## config.mk

```make
export PLATFORM = sky130hd
export DESIGN_NAME = memory_bank_decode_router
export DESIGN_NICKNAME = d
export VERILOG_FILES = /design/src/hdl/bank_compare.v /design/src/hdl/memory_bank_decode_router.v
export VERILOG_INCLUDE_DIRS = /design/src /design/src/hdl
export SDC_FILE = /design/constraint.sdc
export NUM_CORES = 1
export LEC_CHECK = 0
export BUFFER_PORTS_ARGS = -buffer_cell sky130_fd_sc_hd__buf_4
export CAP_MARGIN = 10
export CORE_AREA = 10 10 365 367
export DETAILED_ROUTE_END_ITERATION = 8
export DIE_AREA = 0 0 375 377
export PLACE_DENSITY = 0.48
export SETUP_SLACK_MARGIN = 0.02
export SYNTH_ARGS = -nofsm -noshare
export SYNTH_HDL_FRONTEND = slang
export SYNTH_HIERARCHICAL = 1
export SYNTH_SLANG_ARGS = --single-unit
```

## constraint.sdc

```tcl
create_clock -name clk_sys -period 9.5 [get_ports clk_sys]
set_input_delay 0.95 -clock clk_sys [delete_from_list [all_inputs] [get_ports clk_sys]]
set_output_delay 0.95 -clock clk_sys [all_outputs]
set_load 0.01 [all_outputs]
```

## src/hdl/bank_router_defines.vh

```
`ifndef BANK_ROUTER_DEFINES_VH
`define BANK_ROUTER_DEFINES_VH
// bank count and the fixed bank map
`define BANKS 12
`define SYS_BANKS 8
`define BANK_RSV_LO 8
`define BANK_RSV_HI 9
`define BANK_RAM 10
`define BANK_PERIPH 11
// address compare geometry
`define ADDR_W 32
`define CMP_W 17
`define CMP_TOP 31
`define CMP_BOT 15
`define DRAM_HI_W 12
`define DRAM_LO_W 5
// machine choice field encodings
`define MACHINE_CHOICE_FIELD_W 3
`define MACHINE_CHOICE_FIELD_CS 3'h0
`define MACHINE_CHOICE_FIELD_DRAM 3'h1
`define MACHINE_CHOICE_FIELD_UPMA 3'h4
`define MACHINE_CHOICE_FIELD_UPMB 3'h5
`define MACHINE_CHOICE_FIELD_THIRD_PATTERN_MACHINE 3'h6
`define UPM_COUNT 3
`define UPM_A 0
`define UPM_B 1
`define UPM_C 2
`define BUS_LOCAL 1'b1
// port sizes
`define PSZ_W 2
`define PSZ_64 2'h0
`define PSZ_32 2'h1
`define PSZ_16 2'h2
`define PSZ_8 2'h3
// bursts, bridge timing, masters, parity
`define BURST_BEATS 3'h4
`define BRIDGE_CLKS 3'h5
`define BRIDGE_LAST 3'h4
`define CNT_W 3
`define MASTERS 4
`define DATA_W 64
`define DPAR_W 8
`define APAR_W 4
`endif

```

## src/hdl/bank_compare.v

```verilog
`timescale 1ns/10ps
`include "bank_router_defines.vh"

module bank_compare (
  input wire [`CMP_W-1:0] addrHi,            // upper address lines
  input wire [`CMP_W-1:0] baseAddr,          // bank base address field
  input wire [`CMP_W-1:0] compareMask,       // compare mask field
  input wire [`DRAM_HI_W-1:0] dramMask,      // dram compare mask
  input wire [`DRAM_LO_W-1:0] lowerDramMask, // lower dram compare mask
  input wire isDram,                         // bank runs on the dram machine
  input wire bankOn,                         // bank valid and not reserved
  output wire hit                            // address falls in this bank
);
  wire [`CMP_W-1:0] useMask;
  wire [`CMP_W-1:0] diff;

  // dram banks swap in their own split mask
  assign useMask = isDram ? {dramMask, lowerDramMask} : compareMask;
  // set mask bits take part in the compare, cleared bits drop out
  assign diff = (addrHi ^ baseAddr) & useMask;
  assign hit = bankOn & ~(|diff);
endmodule // bank_compare

```

## src/hdl/memory_bank_decode_router.v

```verilog
// Summary of operation
// match upper 17 address bits against bank base
// chip-select and pattern banks use compare mask
// dram banks use dram and lower masks
// several hits: lowest bank number wins
// system access to local bank crosses over
// local access to system bank is ignored
// banks zero to seven sit on system bus
// bank ten: local, third pattern machine, RAM
// bank eleven: local, chip-select machine, peripherals
// banks eight and nine reserved, never match
// each bank picks exactly one machine
// pattern machine bus bit picks bank bus
// bridge only carries system to local
// bridge transfer completes in five bus clocks
// local bus runs on the system clock
// router moves control only, no bus data
// system width 64 or 32, local 64
// port sizes 64, 32, 16 and 8
// both buses carry four-beat bursts
// address and data parity on both buses
// arbitrate system masters, local has no external
// falling edge read latch when both bits set
// unmatched address selects nothing, starts nothing
`timescale 1ns/10ps
`include "bank_router_defines.vh"

module memory_bank_decode_router (
  input wire clk_sys,                                  // bus clock
  input wire rstn,                                     // async reset, low
  input wire [`BANKS*`CMP_W-1:0] bankBase,             // base per bank
  input wire [`BANKS*`CMP_W-1:0] compareMask,          // mask per bank
  input wire [`BANKS*`DRAM_HI_W-1:0] dramCompareMask,  // dram mask
  input wire [`BANKS*`DRAM_LO_W-1:0] lowerDramMask,    // lower dram mask
  input wire [`BANKS*`MACHINE_CHOICE_FIELD_W-1:0] machineChoice,       // machine per bank
  input wire [`BANKS*`PSZ_W-1:0] bankPortSize,         // port per bank
  input wire [`BANKS-1:0] bankValid,                   // bank enabled
  input wire [`UPM_COUNT-1:0] busChoiceBit,            // 1 = local bus
  input wire [`UPM_COUNT-1:0] lineFourDisable,         // per pattern mach.
  input wire fallingEdgeLatch,                         // pattern word bit
  input wire sysWide,                                  // 1 = 64-bit bus
  input wire [`MASTERS-1:0] sysBusReq,                 // master requests
  input wire sysReq,                                   // system access
  input wire [`ADDR_W-1:0] sysAddr,                    // system address
  input wire [`APAR_W-1:0] sysAddrPar,                 // odd byte parity
  input wire sysBurst,                                 // four-beat burst
  input wire locReq,                                   // local access
  input wire [`ADDR_W-1:0] locAddr,                    // local address
  input wire [`APAR_W-1:0] locAddrPar,                 // odd byte parity
  input wire locBurst,                                 // four-beat burst
  input wire rdValid,                                  // read beat valid
  input wire [`DATA_W-1:0] rdData,                     // read data pins
  input wire [`DPAR_W-1:0] rdDataPar,                  // odd byte parity
  output reg [`MASTERS-1:0] sysBusGrant_reg,           // one-hot grant
  output reg [`BANKS-1:0] sysBankSel_reg,              // system bank pulse
  output reg [`BANKS-1:0] locBankSel_reg,              // local bank pulse
  output reg dramStart_reg,                            // dram machine go
  output reg csStart_reg,                              // chip-select go
  output reg [`UPM_COUNT-1:0] upmStart_reg,            // pattern mach. go
  output reg [`PSZ_W-1:0] portSize_reg,                // effective port
  output reg [`CNT_W-1:0] burstBeats_reg,              // beats of access
  output reg noMatch_reg,                              // nothing selected
  output reg addrParErr_reg,                           // address parity
  output reg locIgnored_reg,                           // dropped local acc.
  output reg locAccepted_reg,                          // local acc. taken
  output reg bridgeActive_reg,                         // crossing in flight
  output reg bridgeDone_reg,                           // crossing complete
  output reg [`DATA_W-1:0] readData_reg,               // latched read data
  output reg readValid_reg,                            // read data valid
  output reg readParErr_reg                            // data parity error
);
  reg rstSync1_reg;
  reg rstSync2_reg;
  wire rstnInt;
  reg [`CNT_W-1:0] bridgeCnt_reg;
  reg [`UPM_COUNT-1:0] curUpm_reg;
  reg [`DATA_W-1:0] fallData_reg;
  reg [`DPAR_W-1:0] fallPar_reg;
  reg [`BANKS-1:0] bankOn;
  reg [`BANKS-1:0] bankLocal;
  reg [`BANKS-1:0] bankDram;
  reg [`MACHINE_CHOICE_FIELD_W-1:0] bankMach [0:`BANKS-1];
  wire [`BANKS-1:0] sysHitRaw;
  wire [`BANKS-1:0] locHitRaw;
  reg [`BANKS-1:0] sysPick;
  reg [`BANKS-1:0] locPick;
  reg [`MACHINE_CHOICE_FIELD_W-1:0] sysMach;
  reg [`MACHINE_CHOICE_FIELD_W-1:0] locMach;
  reg [`PSZ_W-1:0] sysPsz;
  reg [`PSZ_W-1:0] locPsz;
  reg sysFound;
  reg locFound;
  wire sysParOk;
  wire locParOk;
  wire sysTake;
  wire locTake;
  wire sysToLocal;
  wire sysToSys;
  reg [`MACHINE_CHOICE_FIELD_W-1:0] goMach;
  reg [`PSZ_W-1:0] goPsz;
  reg goBurst;
  reg goValid;
  reg [`MASTERS-1:0] grantNext;
  reg fallSel;
  reg [`DATA_W-1:0] capData;
  reg [`DPAR_W-1:0] capPar;
  reg parBad;
  integer i;
  integer k;
  integer j;
  integer m;

  // reset leaves through two flops so release is clean on this clock
  always @(posedge clk_sys or negedge rstn)
  begin
    if (!rstn)
    begin
      rstSync1_reg <= 1'b0;
      rstSync2_reg <= 1'b0;
    end
    else
    begin
      rstSync1_reg <= 1'b1;
      rstSync2_reg <= rstSync1_reg;
    end
  end
  assign rstnInt = rstSync2_reg;

  // fixed bank map; the local bus shares clk_sys, no crossing
  always @*
  begin
    for (i = 0; i < `BANKS; i = i + 1)
    begin
      bankMach[i] = machineChoice[i*`MACHINE_CHOICE_FIELD_W +: `MACHINE_CHOICE_FIELD_W];
      bankOn[i] = bankValid[i];
      bankLocal[i] = 1'b0;
      if (i == `BANK_RSV_LO || i == `BANK_RSV_HI)
        bankOn[i] = 1'b0;
      else if (i == `BANK_RAM)
      begin
        bankMach[i] = `MACHINE_CHOICE_FIELD_THIRD_PATTERN_MACHINE;
        bankLocal[i] = 1'b1;
      end
      else if (i == `BANK_PERIPH)
      begin
        bankMach[i] = `MACHINE_CHOICE_FIELD_CS;
        bankLocal[i] = 1'b1;
      end
      else if (i < `SYS_BANKS)
      begin
        // system banks unless their pattern machine is moved
        case (bankMach[i])
          `MACHINE_CHOICE_FIELD_UPMA: bankLocal[i] = busChoiceBit[`UPM_A] == `BUS_LOCAL;
          `MACHINE_CHOICE_FIELD_UPMB: bankLocal[i] = busChoiceBit[`UPM_B] == `BUS_LOCAL;
          `MACHINE_CHOICE_FIELD_THIRD_PATTERN_MACHINE: bankLocal[i] = busChoiceBit[`UPM_C] == `BUS_LOCAL;
          default: bankLocal[i] = 1'b0;
        endcase
      end
      bankDram[i] = bankMach[i] == `MACHINE_CHOICE_FIELD_DRAM;
    end
  end

  genvar g;
  generate
    for (g = 0; g < `BANKS; g = g + 1)
    begin : cmp
      bank_compare sysCmp (
        .addrHi(sysAddr[`CMP_TOP:`CMP_BOT]),
        .baseAddr(bankBase[g*`CMP_W +: `CMP_W]),
        .compareMask(compareMask[g*`CMP_W +: `CMP_W]),
        .dramMask(dramCompareMask[g*`DRAM_HI_W +: `DRAM_HI_W]),
        .lowerDramMask(lowerDramMask[g*`DRAM_LO_W +: `DRAM_LO_W]),
        .isDram(bankDram[g]),
        .bankOn(bankOn[g]),
        .hit(sysHitRaw[g])
      );
      bank_compare locCmp (
        .addrHi(locAddr[`CMP_TOP:`CMP_BOT]),
        .baseAddr(bankBase[g*`CMP_W +: `CMP_W]),
        .compareMask(compareMask[g*`CMP_W +: `CMP_W]),
        .dramMask(dramCompareMask[g*`DRAM_HI_W +: `DRAM_HI_W]),
        .lowerDramMask(lowerDramMask[g*`DRAM_LO_W +: `DRAM_LO_W]),
        .isDram(bankDram[g]),
        .bankOn(bankOn[g]),
        .hit(locHitRaw[g])
      );
    end
  endgenerate

  // scan from the top down so the lowest hit is the one that sticks
  always @*
  begin
    sysPick = {`BANKS{1'b0}};
    locPick = {`BANKS{1'b0}};
    sysMach = `MACHINE_CHOICE_FIELD_CS;
    locMach = `MACHINE_CHOICE_FIELD_CS;
    sysPsz = `PSZ_64;
    locPsz = `PSZ_64;
    sysFound = 1'b0;
    locFound = 1'b0;
    for (k = `BANKS - 1; k >= 0; k = k - 1)
    begin
      if (sysHitRaw[k])
      begin
        sysPick = {`BANKS{1'b0}};
        sysPick[k] = 1'b1;
        sysMach = bankMach[k];
        sysPsz = bankPortSize[k*`PSZ_W +: `PSZ_W];
        sysFound = 1'b1;
      end
      if (locHitRaw[k])
      begin
        locPick = {`BANKS{1'b0}};
        locPick[k] = 1'b1;
        locMach = bankMach[k];
        locPsz = bankPortSize[k*`PSZ_W +: `PSZ_W];
        locFound = 1'b1;
      end
    end
  end

  // odd parity per address byte
  // a good byte and its parity bit differ in their xor
  assign sysParOk = &(sysAddrPar ^ {^sysAddr[31:24], ^sysAddr[23:16],
                                    ^sysAddr[15:8], ^sysAddr[7:0]});
  assign locParOk = &(locAddrPar ^ {^locAddr[31:24], ^locAddr[23:16],
                                    ^locAddr[15:8], ^locAddr[7:0]});

  // system side waits while the bridge holds the local bus
  assign sysTake = sysReq & ~bridgeActive_reg;
  assign sysToLocal = sysTake & sysParOk & sysFound & |(sysPick & bankLocal);
  assign sysToSys = sysTake & sysParOk & sysFound & |(sysPick & ~bankLocal);
  // local side has no path outward and loses to any system access
  assign locTake = locReq & ~bridgeActive_reg & ~sysTake;

  // one machine launch per cycle; system access has precedence
  always @*
  begin
    goValid = 1'b0;
    goMach = `MACHINE_CHOICE_FIELD_CS;
    goPsz = `PSZ_64;
    goBurst = 1'b0;
    if (sysToSys | sysToLocal)
    begin
      goValid = 1'b1;
      goMach = sysMach;
      goPsz = sysPsz;
      goBurst = sysBurst;
      // a 32-bit system bus caps wide system-bank ports at 32; crossings to local banks keep 64
      if (!sysWide && !sysToLocal && sysPsz == `PSZ_64)
        goPsz = `PSZ_32;
    end
    else if (locTake & locParOk & locFound & |(locPick & bankLocal))
    begin
      goValid = 1'b1;
      goMach = locMach;
      goPsz = locPsz;
      goBurst = locBurst;
    end
  end

  always @(posedge clk_sys or negedge rstnInt)
  begin
    if (!rstnInt)
    begin
      sysBankSel_reg <= {`BANKS{1'b0}};
      locBankSel_reg <= {`BANKS{1'b0}};
      dramStart_reg <= 1'b0;
      csStart_reg <= 1'b0;
      upmStart_reg <= {`UPM_COUNT{1'b0}};
      portSize_reg <= `PSZ_64;
      burstBeats_reg <= {`CNT_W{1'b0}};
      noMatch_reg <= 1'b0;
      addrParErr_reg <= 1'b0;
      locIgnored_reg <= 1'b0;
      locAccepted_reg <= 1'b0;
      curUpm_reg <= {`UPM_COUNT{1'b0}};
    end
    else
    begin
      sysBankSel_reg <= (sysToSys | sysToLocal) ? sysPick : {`BANKS{1'b0}};
      locBankSel_reg <= (locTake & locParOk & ~(sysToSys | sysToLocal))
                        ? (locPick & bankLocal) : {`BANKS{1'b0}};
      // at most one machine kicked per accepted access; a choice code outside the five encodings kicks none
      dramStart_reg <= goValid & (goMach == `MACHINE_CHOICE_FIELD_DRAM);
      csStart_reg <= goValid & (goMach == `MACHINE_CHOICE_FIELD_CS);
      upmStart_reg <= {goValid & (goMach == `MACHINE_CHOICE_FIELD_THIRD_PATTERN_MACHINE),
                       goValid & (goMach == `MACHINE_CHOICE_FIELD_UPMB),
                       goValid & (goMach == `MACHINE_CHOICE_FIELD_UPMA)};
      if (goValid)
      begin
        portSize_reg <= goPsz;
        burstBeats_reg <= goBurst ? `BURST_BEATS : 3'h1;
        curUpm_reg <= {goMach == `MACHINE_CHOICE_FIELD_THIRD_PATTERN_MACHINE, goMach == `MACHINE_CHOICE_FIELD_UPMB,
                       goMach == `MACHINE_CHOICE_FIELD_UPMA};
      end
      // no bank hit means no select and no machine
      noMatch_reg <= (sysTake & sysParOk & ~sysFound) |
                     (locTake & locParOk & ~locFound);
      addrParErr_reg <= (sysTake & ~sysParOk) | (locTake & ~locParOk);
      // local access aimed at a system bank starts nothing
      locIgnored_reg <= locTake & locParOk & locFound &
                        |(locPick & ~bankLocal);
      locAccepted_reg <= locTake & locParOk & locFound &
                         |(locPick & bankLocal);
    end
  end

  // bridge: only system masters reach local banks; the router steers
  // control here while the data beats go straight between the buses
  always @(posedge clk_sys or negedge rstnInt)
  begin
    if (!rstnInt)
    begin
      bridgeActive_reg <= 1'b0;
      bridgeDone_reg <= 1'b0;
      bridgeCnt_reg <= {`CNT_W{1'b0}};
    end
    else
    begin
      bridgeDone_reg <= 1'b0;
      if (sysToLocal)
      begin
        bridgeActive_reg <= 1'b1;
        bridgeCnt_reg <= 3'h1;
      end
      else if (bridgeActive_reg)
      begin
        if (bridgeCnt_reg == `BRIDGE_LAST)
        begin
          bridgeActive_reg <= 1'b0;
          bridgeDone_reg <= 1'b1;
          bridgeCnt_reg <= {`CNT_W{1'b0}};
        end
        else
          bridgeCnt_reg <= bridgeCnt_reg + 3'h1;
      end
    end
  end

  // fixed priority, parked on the owner until it drops its request;
  // the grant is frozen while a crossing is in flight
  always @*
  begin
    grantNext = sysBusGrant_reg;
    if (!bridgeActive_reg && !(|(sysBusGrant_reg & sysBusReq)))
    begin
      grantNext = {`MASTERS{1'b0}};
      for (j = `MASTERS - 1; j >= 0; j = j - 1)
        if (sysBusReq[j])
        begin
          grantNext = {`MASTERS{1'b0}};
          grantNext[j] = 1'b1;
        end
    end
  end

  always @(posedge clk_sys or negedge rstnInt)
  begin
    if (!rstnInt)
      sysBusGrant_reg <= {`MASTERS{1'b0}};
    else
      sysBusGrant_reg <= grantNext;
  end

  // falling edge capture buys half a clock of margin for slow buffers
  always @(negedge clk_sys or negedge rstnInt)
  begin
    if (!rstnInt)
    begin
      fallData_reg <= {`DATA_W{1'b0}};
      fallPar_reg <= {`DPAR_W{1'b0}};
    end
    else if (rdValid)
    begin
      fallData_reg <= rdData;
      fallPar_reg <= rdDataPar;
    end
  end

  always @*
  begin
    fallSel = fallingEdgeLatch & |(curUpm_reg & lineFourDisable);
    capData = fallSel ? fallData_reg : rdData;
    capPar = fallSel ? fallPar_reg : rdDataPar;
    parBad = 1'b0;
    for (m = 0; m < `DPAR_W; m = m + 1)
      parBad = parBad | ~(capPar[m] ^ (^capData[m*8 +: 8]));
  end

  always @(posedge clk_sys or negedge rstnInt)
  begin
    if (!rstnInt)
    begin
      readData_reg <= {`DATA_W{1'b0}};
      readValid_reg <= 1'b0;
      readParErr_reg <= 1'b0;
    end
    else
    begin
      readValid_reg <= rdValid;
      readParErr_reg <= rdValid & parBad;
      if (rdValid)
        readData_reg <= capData;
    end
  end
endmodule // memory_bank_decode_router

```

==> impl_metrics.csv <==
group,metric,value,unit
sta,hold_viol_final,0,
drt,detailroute.via_count,22400,
sta,timing.setup.tns,0,ns
worst_setup_path,start_kind,"input port",
worst_setup_path,worst_ep_required_time,5.01,ns
placement,placed_cell_area,30400,µm²
drt,first_iter_violations,1626,
clock_tree,cts_max_level,4,
flow_run,max-cap-violations,0,
finish,nets,4020,
floorplanning,core_area,125000,µm²
global_routing,gr-usage-all-layers,0.200,
clock_tree,postCtsSetupRepairBufs,0,
worst_setup_path,cp_data_arrival_time,2.37,ns
finish,commonest_non_fill_non_tap_cell_in_the_layout,"buf_4",
synthesis,synth_area,22000,µm²
drt,detail_route.drc_violations,0,
floorplanning,top_level_ports,957,
finish,design_area,31100,µm²
global_routing,grt_overflow_total,0,
drt,drt-pass1-iter-count,5,
status,status,"complete, no violations",
synthesis,syn_inst,2283,
placement,placement.io_buffers,945,
synthesis,synthDominantAreaCellType,"mux2i_1",
sta,worst_slew_pin_slew,1.18,ns
clock_tree,cts-buffers-inserted,17,
finish,fillers,13800,
global_routing,antenna_found_initial,102,
worst_setup_path,crit_end,"fallPar_reg[5]",
sta,relSlewSlack,0.207,
placement,detailed_place_hpwl,129,mm
sta,clock_skew,0.0445,ns
worst_setup_path,r2r_cells,7,
worst_setup_path,crit_path_end_kind,"flop",
floorplanning,fp.dieH,377,µm
worst_setup_path,worst-setup-path-type,"in2reg",
sta,rsz0062_at_grt,"false",
min_path,hold_path_class,"in2async",
clock_tree,clk_pin_slew_worst_paths,0.08,ns
global_routing,grt_pass1_wl,196,mm
synthesis,synth.ff_latch_count,187,
worst_setup_path,timing.rr.end,"readParErr_reg",
synthesis,ys_types,74,
clock_tree,cts.sinks,187,
finish,syn_to_final_growth,41.5,%
global_routing,grt_start_max_net_pins,103,
sta,finalSetupViolCount,0,
worst_setup_path,ff2ff_setup_slack,2.74,ns
drt,route.detailed.wl_per_inst,30.8,µm
synthesis,synth_enable_flop_cells,0,
synthesis,synth.top_cells.by_area,"mux2i_1 (22%), xnor2_1 (20%), dfrtp_1 (13%)",
placement,gp_congestion,0.923,
drt,avgViaCountPerCell,4.60,
clock_tree,root_cell_of_the_clock_tree,"clkbuf_16",
floorplanning,die-area,141000,µm²
clock_tree,clock_tree.buffer_depth,2,
worst_setup_path,regToRegStartpoint,"fallData_reg[3]",
worst_setup_path,crit_start,"rdValid",
power,p_leak,12.8,nW
worst_setup_path,cp_max_fo,94,
floorplanning,effective_utilization_at_floorplan,0.175,
synthesis,synth_ff_type,"dfrtp_1",
clock_tree,cts_repair_resize_count,0,
clock_tree,tritoncts,"yes",
synthesis,synth-warning-count,6,
synthesis,synthesis.area_per_instance,9.64,µm²
power,largest_vdd_supply_drop,0.000129,V
finish,layout.cells.most_common_list,"buf_4 (965), xnor2_1 (504), mux2i_1 (487)",
sta,slew_viol_final,0,
power,power_density,98.1,nW/µm²
drt,routed_wirelength,150,mm
clock_tree,clkLatencyLatePin,0.45,ns
synthesis,postSynth.asyncResetShare,1.00,
drt,detail-route-antenna-nets,0,
clock_tree,post_cts_hold_buffer_count,0,
synthesis,yosys.area.top_type_share,0.222,
finish,drive_gt1_frac,0.365,
floorplanning,chip_width,375,µm
synthesis,synth_sequential_area_ratio,0.213,
global_routing,number_of_global_route_vias_before_repair,23000,
floorplanning,fp-row-count,130,
-- cells in the mapped netlist (4+ instances only) --
master,n
nand4b_1,4
xor2_1,32
buf_4,4
buf_6,27
buf_12,24
inv_1,24
nand2_1,63
o21ai_0,38
nand2b_1,12
nand3b_1,11
xnor3_1,8
o22ai_1,178
xnor2_1,504
nor3b_1,10
nor3_1,42
a221oi_1,10
clkbuf_1,40
buf_2,15
a21oi_1,111
a2111oi_0,4
o22ai_2,24
a21o_1,7
nor2b_1,9
mux2i_1,487
and3_1,31
mux2_2,73
nor2_1,134
dfrtn_1,72
o21ai_1,31
nand4_1,6
a311oi_1,4
nor4_1,30
xnor2_4,24
dfrtp_1,115
nand3_1,6
a22oi_1,4
xnor2_2,8
-- where the power goes --
part	switching, mW	leakage [nW]	internal (mW)	total [mW]
Combinational	0.679	10.3	0.707	1.39
Clock	0.365	0.299	0.389	0.754
Sequential	0.0509	2.24	0.865	0.916
Total	1.09	12.8	1.96	3.06
-- cell families (layout without fill, tap and decap cells) --
logic type	Yosys count	in the layout	share of synthesized area
xor+xnor	576	576	0.257
mux	560	560	0.259
compound gates	440	440	0.129
simple gates	382	382	0.0888
flops	187	187	0.213
buf+inv	134	1025	0.0514
fa+ha+maj	2	2	0.00114
other cells	2	51	0.000341
-- layer usage --
metal  routed length, µm  up-vias  part of all wire  GRT usage
met5                 438        -            0.0029          0
met4                7280       66             0.048     0.0939
met3               13600      324             0.091     0.0725
met2               73800     1103              0.49      0.349
met1               55100    10800              0.37      0.214
li1                    -    10100                 -          -
-- worst min-delay path by stage --
stage                               to  depth (start not counted)
after global routing      rstSync1_reg                          1
after global placement    rstSync2_reg                          0
after CTS                 rstSync1_reg                          1
final                     rstSync1_reg                          1
after detailed placement  rstSync2_reg                          0
after floorplan           rstSync2_reg                          0
-- layout make-up --
type | instances | area, µm² | share of cell area
diodes | 39 | 97.6 | 0.00313
clock inverters | 14 | 154 | 0.00494
multi-input cells | 1972 | 16300 | 0.523
well taps | 1650 | 2060 | 0.0663
clock buffers | 18 | 450 | 0.0145
inverters | 24 | 90.1 | 0.00289
flip-flops and latches | 187 | 4680 | 0.150
repair buffers | 969 | 7300 | 0.235
-- worst max-delay path, stage by stage --
cell    delay, ns
buf_6        0.55
buf_4        0.41
mux2_2       0.37
-- metrics by stage --
step / std cells / hold slack (ns) / setup slack (ns) / utilization / total power, mW
final: 4873 / 0.261 / 2.64 / 0.248 / 3.06
after global routing: 4864 / 0.234 / 2.48 / 0.248 / 3.22
after CTS: 4833 / 0.236 / 2.53 / 0.247 / 3.09
after detailed placement: 4801 / 0.343 / 2.23 / 0.243 / 2.32
after global placement: 4801 / 0.335 / 2.24 / 0.243 / 2.30
after floorplan: 2293 / 0.331 / 1.80 / - / 1.65
No activity file was read; power rests on OpenSTA's default activity.
